**config.mk**
```make
export PLATFORM = sky130hd
export DESIGN_NAME = dma_activation_source_select
export DESIGN_NICKNAME = d
export VERILOG_FILES = /design/src/verilog/dma_src_pkg.sv /design/src/verilog/dma_activation_source_select.sv
export VERILOG_INCLUDE_DIRS = /design/src /design/src/verilog
export SDC_FILE = /design/constraint.sdc
export NUM_CORES = 1
export LEC_CHECK = 0
export BUFFER_PORTS_ARGS = -buffer_cell sky130_fd_sc_hd__buf_2
export CAP_MARGIN = 30
export CORE_MARGIN = 4
export CORE_UTILIZATION = 45
export DETAILED_ROUTE_END_ITERATION = 12
export PLACE_DENSITY = 0.67
export SYNTH_ARGS = -nofsm -noshare
export SYNTH_HDL_FRONTEND = slang
export SYNTH_SLANG_ARGS = --single-unit
export TNS_END_PERCENT = 5
```
**constraint.sdc**
```tcl
create_clock -name mclk -period 2.9 [get_ports mclk]
set_input_delay 0.29 -clock mclk [delete_from_list [all_inputs] [get_ports mclk]]
set_output_delay 0.29 -clock mclk [all_outputs]
set_load 0.03 [all_outputs]
```
**src/verilog/dma_src_consts.svh**
```systemverilog
// constants for the dma activation source selector
// assumes one 50 MHz clock and a fixed channel order 0a, 0b, 1a, 1b
// Notes on behaviour
// RULE1: factor 0001 starts a transfer on converter conversion end.
// RULE2: factors 0100-0111 pick serial 0 tx, 0 rx, 1 tx, 1 rx done.
// RULE3: factors 1000-1101 pick timer channel 0-5 compare or capture a.
// RULE4: b channel factor 0010 uses pin rising edge; first request is low level.
// RULE5: b channel factor 0011 requests while the pin stays low.
// RULE6: shared sources allowed; highest priority channel is serviced first.
// RULE7: software never writes prohibited codes; a channels lack the pin.
// RULE8: each channel holds a 4-bit readable writable factor, reset to zero.
`ifndef DMA_SRC_CONSTS_SVH
`define DMA_SRC_CONSTS_SVH
`define FACT_RESET 4'h0
`define FACT_ADC_END 4'h1
`define FACT_PIN_EDGE 4'h2
`define FACT_PIN_LEVEL 4'h3
`define FACT_SER0_TX 4'h4
`define FACT_SER0_RX 4'h5
`define FACT_SER1_TX 4'h6
`define FACT_SER1_RX 4'h7
`define FACT_TIMER_BASE 4'h8
`define FACT_TIMER_LAST 4'hd
`define CHAN_COUNT 4
`define PIN_COUNT 2
`define PIN_IDLE 2'h3
`endif

```
**src/verilog/dma_src_pkg.sv**
```systemverilog
// types for the dma activation source selector
// assumes dma_src_consts.svh is on the include path
`default_nettype none
`include "dma_src_consts.svh"
package dma_src_pkg;
	typedef logic [3:0] fact_t;
	typedef struct packed {
		logic adc_end;
		logic [1:0] serial_tx_done;
		logic [1:0] serial_rx_done;
		logic [5:0] pulse_timer_capa;
	} periph_ev_t;
	typedef struct packed {
		logic [3:0][3:0] factor;
		logic [3:0] pending;
		logic [3:0] first;
		logic [3:0] en_d;
		logic [3:0] grant;
		logic [1:0] pin_s1;
		logic [1:0] pin_s2;
		logic [1:0] pin_d;
	} sel_state_t;
endpackage
`default_nettype wire

```
**src/verilog/dma_activation_source_select.sv**
```systemverilog
// activation source selection and request generation for four dma channels
// assumes peripheral events are one-cycle pulses on mclk, request pins async
`default_nettype none
`include "dma_src_consts.svh"
module dma_activation_source_select
	import dma_src_pkg::*;
(
	input wire logic mclk,
	input wire logic arst_n,
	input wire logic [3:0] factor_wr,
	input wire fact_t factor_wdata,
	input wire logic [3:0] chan_en,
	input wire logic [3:0] xfer_ack,
	input wire periph_ev_t periph_ev,
	input wire logic [1:0] external_transfer_request_pin,
	output logic [3:0][3:0] factor_rd,
	output logic [3:0] xfer_req,
	output logic [3:0] xfer_grant
);
	logic rst_q1;
	logic rst_sync;
	sel_state_t st;
	sel_state_t next_st;
	// pins idle high, so the synchroniser starts there and sees no false edge
	localparam sel_state_t ST_RESET = '{factor: {4{`FACT_RESET}},
		pending: 4'h0, first: 4'h0, en_d: 4'h0, grant: 4'h0,
		pin_s1: `PIN_IDLE, pin_s2: `PIN_IDLE, pin_d: `PIN_IDLE}; // [RULE8]

	// source decode shared by every channel
	function automatic logic src_hit(
		input fact_t f,
		input periph_ev_t ev,
		input logic is_b,
		input logic pin_low,
		input logic pin_rise,
		input logic first
	);
		logic hit;
		fact_t idx;
		hit = 1'b0;
		idx = f - `FACT_TIMER_BASE;
		case (f)
			`FACT_ADC_END: hit = ev.adc_end; // [RULE1]
			`FACT_PIN_EDGE: hit = is_b & (first ? pin_low : pin_rise); // [RULE4]
			`FACT_PIN_LEVEL: hit = is_b & pin_low; // [RULE5]
			`FACT_SER0_TX: hit = ev.serial_tx_done[0]; // [RULE2]
			`FACT_SER0_RX: hit = ev.serial_rx_done[0]; // [RULE2]
			`FACT_SER1_TX: hit = ev.serial_tx_done[1]; // [RULE2]
			`FACT_SER1_RX: hit = ev.serial_rx_done[1]; // [RULE2]
			default: begin
				// prohibited codes select nothing
				if (f >= `FACT_TIMER_BASE && f <= `FACT_TIMER_LAST) begin
					hit = ev.pulse_timer_capa[idx[2:0]]; // [RULE3]
				end
			end
		endcase
		return hit;
	endfunction

	// lowest set bit, channel 0a has the highest priority
	function automatic logic [3:0] lowest(input logic [3:0] v);
		return v & (~v + 4'h1);
	endfunction

	always_ff @(posedge mclk or negedge arst_n) begin
		if (!arst_n) begin
			rst_q1 <= 1'b0;
			rst_sync <= 1'b0;
		end else begin
			rst_q1 <= 1'b1;
			rst_sync <= rst_q1;
		end
	end

	always_comb begin
		logic is_b;
		logic pin_low;
		logic pin_rise;
		logic hit;
		int p;
		is_b = 1'b0;
		pin_low = 1'b0;
		pin_rise = 1'b0;
		hit = 1'b0;
		p = 0;
		next_st = st;
		next_st.pin_s1 = external_transfer_request_pin;
		next_st.pin_s2 = st.pin_s1;
		next_st.pin_d = st.pin_s2;
		for (int ch = 0; ch < `CHAN_COUNT; ch++) begin
			if (factor_wr[ch]) begin
				next_st.factor[ch] = factor_wdata; // [RULE8]
			end
			is_b = (ch % 2) == 1;
			p = ch / 2;
			pin_low = !st.pin_s2[p];
			pin_rise = st.pin_s2[p] & !st.pin_d[p];
			// the first transfer being taken must not re-arm from the same low
			hit = src_hit(st.factor[ch], periph_ev, is_b, pin_low, pin_rise,
				st.first[ch] & !xfer_ack[ch]); // [RULE4]
			next_st.en_d[ch] = chan_en[ch];
			// first request after enable is taken on a low level
			next_st.first[ch] = chan_en[ch] & ((!st.en_d[ch]) |
				(st.first[ch] & !xfer_ack[ch])); // [RULE4]
			if (is_b && st.factor[ch] == `FACT_PIN_LEVEL) begin
				next_st.pending[ch] = chan_en[ch] & hit; // [RULE5]
			end else begin
				// a new trigger wins over an acknowledge in the same cycle
				next_st.pending[ch] = chan_en[ch] &
					((st.pending[ch] & !xfer_ack[ch]) | hit);
			end
		end
		next_st.grant = lowest(next_st.pending); // [RULE6]
	end

	always_ff @(posedge mclk or negedge rst_sync) begin
		if (!rst_sync) begin
			st <= ST_RESET;
		end else begin
			st <= next_st;
		end
	end

	assign factor_rd = st.factor;
	assign xfer_req = st.pending;
	assign xfer_grant = st.grant;

	for (genvar g = 0; g < `CHAN_COUNT; g++) begin : g_chk
		localparam int PI = g / 2;

		if (g % 2 == 1) begin : g_b

		end
	end
endmodule // dma_activation_source_select
`default_nettype wire

```
== Word level (Yosys, flattened, before mapping) ==
Cells that the tools add are included.
Operators by class
  div/mod/pow operators: 0
  bitwise logic cells: 30
  mux-type cells: 20
  $add $sub $neg: 5
  multipliers: 0
  eq/ne operators: 28
  shifts and indexed selects: 0
  order comparisons: 12
  reductions and logical operators: 18
Operators with widths (number)
  4-bit by 3-bit == test with 1-bit output (second input constant): 16
  4-bit by 2-bit == test with 1-bit output (second input constant): 8
  1-bit AND: 20
  4-bit by 1-bit == test with 1-bit output (second input constant): 4
  4-bit >= comparator (second input constant): 4
  4-bit <= comparator (second input constant): 4
  3-bit by 4-bit less-than comparator with 1-bit output (second input constant): 4
  1-bit case mux with 7 select lines: 2
  1-bit binary-select mux with 3-bit select: 4
  1-bit logical NOT: 12
  1-bit two-way mux: 12
  1-bit case mux with 6 select lines: 2
  3-bit by 1-bit subtractor with 3-bit output (second input constant): 4
  1-bit OR: 8
  4-bit by 1-bit adder with 4-bit output (second input constant): 1
  4-bit AND: 1
  1-bit logical AND: 4
  4-bit NOT: 1
  2-bit OR reduction: 2
Storage, ports and cells
  bits in latches: 0
  bits of input ports: 31
  flip-flop bits (word level): 40
  bits in writable memories: 0
  word-level logic and storage cells: 126
  bits in read-only memories: 0
  memories: 0

== Longest topological paths before layout ==
Gate-level depths: netlist of run 1.
  depth after elaboration: 11
  mapped depth: 7

== Least setup slack after synthesis of run 1 ==
Ideal clock, no wire load.
  path type: reg2reg
  from: reg st, in the netlist factor_rd[12]
  to: reg st, in the netlist xfer_grant[3]
  period minus slack after synthesis: 1.712 ns
  slack: 1.188 ns
  path buffers: 1
  arrival time: 1.578 ns
  stages on the path, launching flop included: 7
  path through: dfrtp_1 -> buf_6 -> mux4_2 -> nor2b_4 -> o41ai_4 -> a21oi_2 -> nor4b_4
RTL lines
  start: declaration: RTL line dma_activation_source_select.sv:22  | sel_state_t st;
  start signal: assignment: RTL line dma_activation_source_select.sv:120  | st <= next_st;

==> results of run 1 <==
[Yosys cell counts, types with 2 or more instances]
| cell type | number | area share [%] |
|---|---|---|
| a21oi_1 | 4 | 1.0 |
| a31oi_1 | 3 | 0.98 |
| buf_4 | 24 | 9.4 |
| dfrtp_1 | 29 | 38 |
| dfstp_2 | 6 | 8.2 |
| inv_1 | 7 | 1.4 |
| mux2_2 | 14 | 8.2 |
| mux2i_1 | 6 | 3.1 |
| mux4_2 | 6 | 7.0 |
| nand2_1 | 10 | 2.0 |
| nand2b_1 | 4 | 1.3 |
| nand3b_1 | 4 | 1.6 |
| nor2_1 | 3 | 0.59 |
| nor2b_1 | 6 | 2.0 |
| o211ai_1 | 2 | 0.78 |
| o21ai_0 | 6 | 1.6 |
[registers in the layout, indices dropped and copies added, names as in the netlist]
register / count
xfer_grant: 4
xfer_req: 3
factor_rd: 16
next_st: 4
rst_q1: 1
st: 6
rst_sync: 1
[through the flow]
stage | std cells | setup WS, ps
after floorplan | 160 | 1190
after global placement | 239 | 1080
after detailed placement | 239 | 1050
after CTS | 248 | 1040
after global routing | 248 | 880
final | 248 | 1050
[kinds of logic after synthesis]
kind of cell | synth area share [%]
compound gates | 11.2
buf+inv | 11.6
flops | 46.1
mux | 18.4
other cells | 0.196
simple gates | 12.5
[power breakdown]
part           switching (mW)  leakage (nW)  internal, mW
logic                   0.178         0.545         0.130
clock network           0.168        0.0482         0.191
registers              0.0499         0.416         0.536
total                   0.396          1.01         0.858
[per-layer routing]
metal | share of wire [%] | vias up
li1 | - | 624
met1 | 45 | 625
met5 | 0 | -
met2 | 46 | 47
met4 | 1.9 | 0
met3 | 7.6 | 7
[worst max-delay path, cell delays in order (launching register included)]
cell,delay (ps)
dfrtp_1,510
mux4_2,550
nor2b_4,150
o41ai_4,330
a21oi_2,60
nor4b_4,130
[worst max-delay path by stage]
stage / startpoint / end / slack, ps / depth (start not counted)
after floorplan: factor_rd[12]$_DFFE_PN0P_ / xfer_grant[3]$_DFF_PN0_ / 1190 / 6
after global placement: factor_rd[12]$_DFFE_PN0P_ / xfer_grant[3]$_DFF_PN0_ / 1080 / 5
after detailed placement: factor_rd[12]$_DFFE_PN0P_ / xfer_grant[3]$_DFF_PN0_ / 1050 / 5
after CTS: factor_rd[12]$_DFFE_PN0P_ / xfer_grant[3]$_DFF_PN0_ / 1040 / 5
after global routing: factor_rd[6]$_DFFE_PN0P_ / xfer_grant[3]$_DFF_PN0_ / 880 / 6
final: factor_rd[12]$_DFFE_PN0P_ / xfer_grant[3]$_DFF_PN0_ / 1050 / 5
[what timing repair did]
item                                   in CTS  in global routing
resized for setup                           0                  0
endpoints found under the hold margin       2                  0
hold buffers                                1                  0
[layout make-up]
class	count	share of cell area (%)
Clock buffer	7	3.99
Clock inverter	1	0.231
Inverter	7	1.22
Multi-Input combinational cell	92	37.5
Sequential cell	35	40.9
Tap cell	50	2.89
Timing Repair Buffer	56	13.3
[placed cells by master, fill, tap and decap left out, types with 6 or more instances in the layout]
| cell type | instances |
|---|---|
| dfrtp_1 | 29 |
| clkbuf_8 | 6 |
| o21ai_0 | 6 |
| nor2b_1 | 6 |
| inv_1 | 7 |
| buf_2 | 54 |
| mux2i_1 | 6 |
| nand2_1 | 10 |
| dfstp_2 | 6 |
| mux2_2 | 14 |
| mux4_2 | 6 |
==> run_results.csv, run 1 <==
group,metric,value,unit
outcome,run_status,"completed",
layout,multi_input_area,811,µm²
global_routing,grt_pass1_vias,1324,
synthesis,async_flop_share,100,%
route,drt-total-wl,4.04,mm
route,drt-initial-drc-count,44,
synthesis,synth_ff_type,"dfrtp_1",
setup_path,crit_type,"reg2reg",
layout,area_growth,12.8,%
global_routing,grt_max_degree,34,
route,via_count,1303,
synthesis,synth_fp_nets,191,
power_and_ir_drop,p_per_area,580,nW/µm²
clocking,insertion_delay,290,ps
timing,tns,0,ps
power_and_ir_drop,max-vdd-ir-drop,0.305,mV
timing,period_share,63.8,%
place,place_area,2060,µm²
timing,min_period,1850,ps
layout,fin_util,53.3,%
route,post_drt_wl_per_cell,16.3,µm
global_routing,grt.busiest_layer,"met2",
clocking,cts.sinks,35,
synthesis,syn_area,1920,µm²
global_routing,met2_usage,25.1,%
min_path,worstHoldStart,"external_transfer_request_pin[0]",
floorplan,start_util,47.2,%
power_and_ir_drop,total_power,1.25,mW
layout,register_area,883,µm²
floorplan,die_x,73.3,µm
setup_path,rr_worst_depth,5,
layout,final_nets,228,
place,port_buffers,54,
route,via_per_inst,5.25,
power_and_ir_drop,leakagePower,1.01,nW
synthesis,synth_edf_count,0,
setup_path,start_kind,"register",
timing,final_max_slew_viol_count,0,
global_routing,antenna_found_initial,0,
clocking,h-tree-depth,2,
synthesis,synth_seq_area_share,46.1,%
synthesis,syn_inst,160,
clocking,clock-root-buffer,"clkbuf_8",
floorplan,die_y,73.3,µm
clocking,postCtsSetupRepairBufs,0,
setup_path,regToRegSetupSlack,1050,ps
global_routing,grt_pass1_wl,6.52,mm
route,ant_nets,0,
synthesis,synth_cell_type_count,42,
clocking,cts_buffers,5,
synthesis,syn_avg_cell_area,12.0,µm²
place,gp_congestion,0.755,
clocking,clock_path_buffers,2,
global_routing,grt_usage,16.5,%
timing,rsz0062_at_grt,"false",
floorplan,rows,23,
timing,finClkSkew,4.11,ps
place,dp_hpwl,3.19,mm
synthesis,synth_warnings,0,
setup_path,r2r-end,"xfer_grant[3]$_DFF_PN0_",
setup_path,required,3070,ps
clocking,clk_pin_slew,70,ps
synthesis,synth-seq-cells,35,
timing,finalHoldViolCount,0,
setup_path,end_kind,"register",
setup_path,worst_r2r_startpoint,"factor_rd[12]$_DFFE_PN0P_",
route,drt_pre_antenna_iters,4,
min_path,hold_path_depth,1,
route,drc,0,
clocking,cts_tree,"yes",
layout,diodes,0,
global_routing,met1_usage,22.0,%
floorplan,coreArea,4060,µm²
floorplan,ioPinCount,55,
job,max_cap_violations,0,
min_path,worstHoldEndpoint,"next_st[2]$_DFF_PN1_",
setup_path,cp_max_fo,9,
timing,fin_hold_ws,94.1,ps
floorplan,dieArea,5370,µm²
timing,max_freq,541,MHz
setup_path,worstPathArrival,2020,ps
layout,drive_gt1_share,48.5,%
global_routing,grt_use_met3,5.20,%
global_routing,grt_overflow,0,
layout,fin_area,2160,µm²
timing,setup_viol,0,
min_path,min_path_type,"in2reg",
layout,nFillCells,361,
Power figures use the tool's default switching activity.
==> run 2: changes to the inputs <==
ABC_AREA = 1   (was not set)
PLACE_DENSITY = 0.69   (was 0.67)
clock period = 1.5 ns   (was 2.9 ns; I/O delays follow)
==> run_results.csv, run 2 <==
group,metric,value,unit
outcome,run_status,"completed",
timing,period_share,92.0,%
clocking,cts.sinks,35,
floorplan,dieArea,5510,µm²
clocking,insertion_delay,290,ps
synthesis,synth_area_leaders,"dfrtp_1, nand2_1, buf_4",
timing,max_freq,725,MHz
min_path,min_path_type,"in2reg",
place,dp_hpwl,3.61,mm
route,ant_nets,0,
synthesis,synth_ff_type,"dfrtp_1",
layout,largest_register_ffs,16,
synthesis,synth_most_common_cell,"nand2_1",
clocking,clk_pin_slew,70,ps
route,drt-total-wl,4.71,mm
floorplan,coreArea,4120,µm²
clocking,cts_tree,"yes",
timing,finalHoldViolCount,0,
timing,min_period,1380,ps
setup_path,required,1680,ps
setup_path,start_kind,"register",
setup_path,end_kind,"register",
synthesis,synth_warnings,0,
power_and_ir_drop,p_per_area,1040,nW/µm²
setup_path,worstPathArrival,1560,ps
layout,final_cell_mix,"nand2_1, buf_2, inv_1",
layout,diodes,0,
setup_path,cp_max_fo,3,
timing,fin_hold_ws,9.20,ps
floorplan,die_x,74.2,µm
layout,final_nets,350,
route,drt_pre_antenna_iters,5,
floorplan,die_y,74.2,µm
power_and_ir_drop,p_comb_share,26.6,%
synthesis,synth_cell_type_count,16,
power_and_ir_drop,p_sw_share,34.7,%
power_and_ir_drop,leakagePower,1.29,nW
global_routing,antenna_found_initial,0,
global_routing,grt_overflow,0,
job,max_cap_violations,0,
global_routing,grt_max_degree,34,
power_and_ir_drop,intPower,1.57,mW
clocking,cts_buffers,5,
global_routing,grt_pass1_vias,1694,
synthesis,synth-seq-cells,35,
power_and_ir_drop,power.net_switching,833,µW
layout,final_cells,370,
synthesis,synth_top_area_share,36.8,%
layout,final_common_cell,"nand2_1",
place,gp_congestion,0.904,
synthesis,synth_fp_nets,303,
timing,finClkSkew,4.13,ps
synthesis,syn_inst,272,
synthesis,syn_area,1970,µm²
route,drc,0,
floorplan,start_util,48.0,%
route,drt-initial-drc-count,119,
power_and_ir_drop,max-vdd-ir-drop,0.542,mV
place,port_buffers,54,
place,place_inst,354,
synthesis,yosysTopAreaCell,"dfrtp_1",
timing,final_max_slew_viol_count,0,
power_and_ir_drop,total_power,2.40,mW
layout,area_growth,17.3,%
layout,drive_gt1_share,27.2,%
timing,setup_viol,0,
clocking,clock_path_buffers,2,
floorplan,rows,23,
timing,rsz0062_at_grt,"true",
clocking,h-tree-depth,2,
route,via_per_inst,4.91,
synthesis,synth_seq_area_share,44.7,%
setup_path,crit_type,"reg2reg",
power_and_ir_drop,seqPwrFrac,45.9,%
route,via_count,1818,
synthesis,synthTopCellsByCount,"nand2_1, inv_1, dfrtp_1",
route,post_drt_wl_per_cell,12.7,µm
power_and_ir_drop,p_clk_share,27.6,%
synthesis,synth_edf_count,0,
synthesis,async_flop_share,100,%
global_routing,grt_usage,18.4,%
synthesis,syn_avg_cell_area,7.26,µm²
floorplan,ioPinCount,55,
clocking,clock-root-buffer,"clkbuf_8",
global_routing,grt_pass1_wl,7.60,mm
-- run 2: changes by cell type after synthesis, moves of 7 or more --
cell / previous run / this run
o21ai_0: 6 / 19
nand3_1: 1 / 28
mux2_2: 14 / 2
nor2_1: 3 / 23
nand4_1: 0 / 7
inv_1: 7 / 37
nand2_1: 10 / 87
-- run 2: cell type report --
cell class                 count  area (µm²)
sequential                    35         888
clock buffer                   6        72.6
multi-input combinational    176         786
inverter                      37         139
timing repair buffer          64         355
clock inverter                 2        12.5
tap                           50        62.6
fill                         401        1800
-- run 2: layer usage --
metal | vias up | wire length [µm] | track usage (%)
met5 | - | 0 | 0
met4 | 0 | 201 | 9.88
met3 | 22 | 407 | 3.78
met2 | 74 | 2230 | 29.1
met1 | 793 | 1880 | 23.7
li1 | 929 | - | -
-- run 2: cell families (layout without fill, tap and decap cells) --
family / Yosys count / count (layout) / share of synthesized area (%)
DFF: 35 / 35 / 44.7
and+or+nand+nor: 147 / 147 / 30.9
other: 1 / 1 / 0.190
AOI/OAI and AO/OA: 26 / 26 / 6.91
buffers and inverters: 61 / 109 / 16.2
muxes: 2 / 2 / 1.14
-- run 2: power by group through the flow --
stage                     Sequential, mW  Combinational (mW)  Clock, mW
after floorplan                     1.12               0.487          0
after global placement              1.12               0.606          0
after detailed placement            1.12               0.607          0
after CTS                           1.10               0.617      0.689
after global routing                1.11               0.710      0.720
final                               1.10               0.638      0.663
-- run 2: timing repair --
action / CTS / global route
hold endpoints to repair: 5 / 0
setup buffers: 0 / 4
gates resized for setup: 0 / 11
hold buffers: 4 / 0
endpoints found under the setup margin: 0 / 4
-- run 2: worst paths after layout --
check                                           endpoint  slack, ps                      from  cells after the start
worst min-delay path                    st[11]$_DFF_PN0_          9                chan_en[1]                      1
min in group asynchronous             rst_sync$_DFF_PN0_        180                    arst_n                      2
worst max register to register   xfer_grant[2]$_DFF_PN0_        120  factor_rd[0]$_DFFE_PN0P_                     11
worst max-delay path             xfer_grant[2]$_DFF_PN0_        120  factor_rd[0]$_DFFE_PN0P_                     11
worst min register to register  factor_rd[3]$_DFFE_PN0P_        270        rst_sync$_DFF_PN0_                      1
max in group asynchronous           next_st[1]$_DFF_PN1_        900        rst_sync$_DFF_PN0_                      1
-- run 2: stage by stage --
| stage | instance area, µm² | TNS (ps) | util [%] | setup slack [ps] |
|---|---|---|---|---|
| after global routing | 2320 | -4.60 | 56.3 | -4.60 |
| after global placement | 2140 | 0 | 52.1 | 61.2 |
| after floorplan | 1970 | 0 | - | 235 |
| after CTS | 2270 | 0 | 55.1 | 24.5 |
| after detailed placement | 2140 | 0 | 52.1 | 41.7 |
| final | 2320 | 0 | 56.3 | 120 |
-- run 2: worst max-delay path, cell delays in order, from the launching register on --
cell     delay [ps]
dfrtp_1         400
buf_4           150
nor2_2          120
nand2_1          60
nand3_1          80
nand2_1          50
inv_1            50
nand2_1          50
nand3_1         100
nand2_1          70
nand2_1          90
nor2_1           40
==> run 3: changes to the inputs <==
BUFFER_PORTS_ARGS = -buffer_cell sky130_fd_sc_hd__buf_4   (was -buffer_cell sky130_fd_sc_hd__buf_2)
==> run_results.csv, run 3 (synthesis results as in run 2) <==
group,metric,value,unit
outcome,run_status,"completed",
route,drt-initial-drc-count,138,
clocking,cts_tree,"yes",
power_and_ir_drop,max-vdd-ir-drop,0.561,mV
timing,final_max_slew_viol_count,0,
clocking,cts_buffers,5,
floorplan,ioPinCount,55,
timing,period_share,92.1,%
clocking,clock-root-buffer,"clkbuf_8",
clocking,cts.sinks,35,
place,dp_hpwl,3.67,mm
route,drc,0,
setup_path,worst_r2r_startpoint,"factor_rd[0]$_DFFE_PN0P_",
layout,final_common_cell,"nand2_1",
layout,final_nets,348,
route,post_drt_wl_per_cell,13.0,µm
power_and_ir_drop,leakagePower,1.32,nW
setup_path,start_kind,"register",
setup_path,rr_worst_depth,9,
route,ant_nets,0,
timing,min_period,1380,ps
floorplan,die_x,74.2,µm
setup_path,crit_type,"reg2reg",
timing,setup_viol,0,
clocking,clock_path_buffers,2,
place,place_inst,354,
setup_path,r2r-end,"xfer_grant[2]$_DFF_PN0_",
min_path,min_path_type,"in2reg",
global_routing,grt_pass1_wl,7.71,mm
layout,largest_register_ffs,16,
min_path,worstHoldStart,"factor_wr[2]",
layout,drive_gt1_share,27.7,%
place,dpl_worst_slack,22.0,ps
route,drt_pre_antenna_iters,4,
timing,finalWorstSetupSlack,118,ps
global_routing,grt_overflow,0,
power_and_ir_drop,p_per_area,1010,nW/µm²
floorplan,coreArea,4120,µm²
clocking,h-tree-depth,2,
setup_path,regToRegSetupSlack,120,ps
place,gp_congestion,0.892,
global_routing,grt_max_degree,34,
global_routing,grt_usage,18.7,%
clocking,insertion_delay,290,ps
route,via_count,1766,
min_path,hold_path_depth,2,
floorplan,start_util,48.0,%
place,port_buffers,54,
floorplan,rows,23,
setup_path,worstPathArrival,1570,ps
job,max_cap_violations,0,
setup_path,end_kind,"register",
layout,final_cell_mix,"nand2_1, buf_4, inv_1",
layout,nFillCells,404,
floorplan,die_y,74.2,µm
route,drt-total-wl,4.78,mm
global_routing,grt_pass1_vias,1662,
layout,area_growth,23.8,%
clocking,clk_pin_slew,70,ps
floorplan,dieArea,5510,µm²
setup_path,required,1680,ps
layout,diodes,0,
timing,finClkSkew,5.47,ps
timing,max_freq,724,MHz
timing,finalHoldViolCount,0,
setup_path,cp_max_fo,4,
layout,final_cells,368,
route,via_per_inst,4.80,
min_path,worstHoldEndpoint,"factor_rd[8]$_DFFE_PN0P_",
global_routing,antenna_found_initial,0,
==> run 3: layout make-up <==
| cell class | count | area [µm²] | share of cell area [%] |
|---|---|---|---|
| sequential | 35 | 890 | 36.4 |
| multi-input combinational | 176 | 787 | 32.2 |
| timing repair buffer | 62 | 478 | 19.6 |
| inverter | 37 | 141 | 5.79 |
| clock buffer | 6 | 72.6 | 2.97 |
| tap | 50 | 62.6 | 2.56 |
| clock inverter | 2 | 12.5 | 0.512 |
==> run 3: worst max path at each step <==
stage	start	end	slack [ps]	depth (start not counted)
final	factor_rd[0]$_DFFE_PN0P_	xfer_grant[2]$_DFF_PN0_	120	9
after detailed placement	factor_rd[0]$_DFFE_PN0P_	xfer_grant[3]$_DFF_PN0_	20	9
after CTS	factor_rd[0]$_DFFE_PN0P_	xfer_grant[3]$_DFF_PN0_	0.5	9
after global placement	factor_rd[0]$_DFFE_PN0P_	xfer_grant[2]$_DFF_PN0_	40	9
after global routing	factor_rd[0]$_DFFE_PN0P_	xfer_grant[3]$_DFF_PN0_	-3	9
after floorplan	factor_rd[0]$_DFFE_PN0P_	xfer_grant[2]$_DFF_PN0_	240	9
==> run 3: critical path, stage by stage, from the launching register on <==
cell,delay [ps]
dfrtp_1,400
inv_1,110
nor2_2,130
o21ai_0,130
o21ai_1,140
nand3_1,80
nand3_1,90
nand2_1,70
nand2_1,90
nor2_1,40
==> run 3: power breakdown <==
group / internal [mW] / leakage, nW / total [mW] / switching (mW)
logic: 0.267 / 0.863 / 0.685 / 0.418
clock network: 0.324 / 0.0412 / 0.674 / 0.350
registers: 1.03 / 0.415 / 1.11 / 0.0809
total: 1.62 / 1.32 / 2.47 / 0.849
==> run 3: per-layer routing <==
metal  up-vias  GRT usage, %  routed length (µm)  part of all wire [%]
met3         9          3.51                 233                   4.9
met2        42          30.6                2330                    49
met5         -             0                   0                     0
met4         0          7.91                 101                   2.1
met1       790          24.2                2120                    44
li1        925             -                   -                     -
==> run 3: what timing repair did <==
action                                  4_1_cts  5_1_grt
resized for setup                             0       17
buffers inserted                              0        1
endpoints found under the hold margin         6        0
hold buffers                                  5        0
endpoints found under the setup margin        0        5
==> run 3: metrics by stage <==
step	util (%)	area (µm²)	total power [mW]	TNS, ps	hold WS, ps
finish	59.4	2440	2.47	0	87.0
global route	59.4	2440	2.62	-4.11	95.7
detailed placement	55.3	2280	1.79	0	-67.2
CTS	58.6	2410	2.47	0	93.3
global placement	55.3	2280	1.79	0	-67.1
floorplan	-	1970	1.60	0	-146
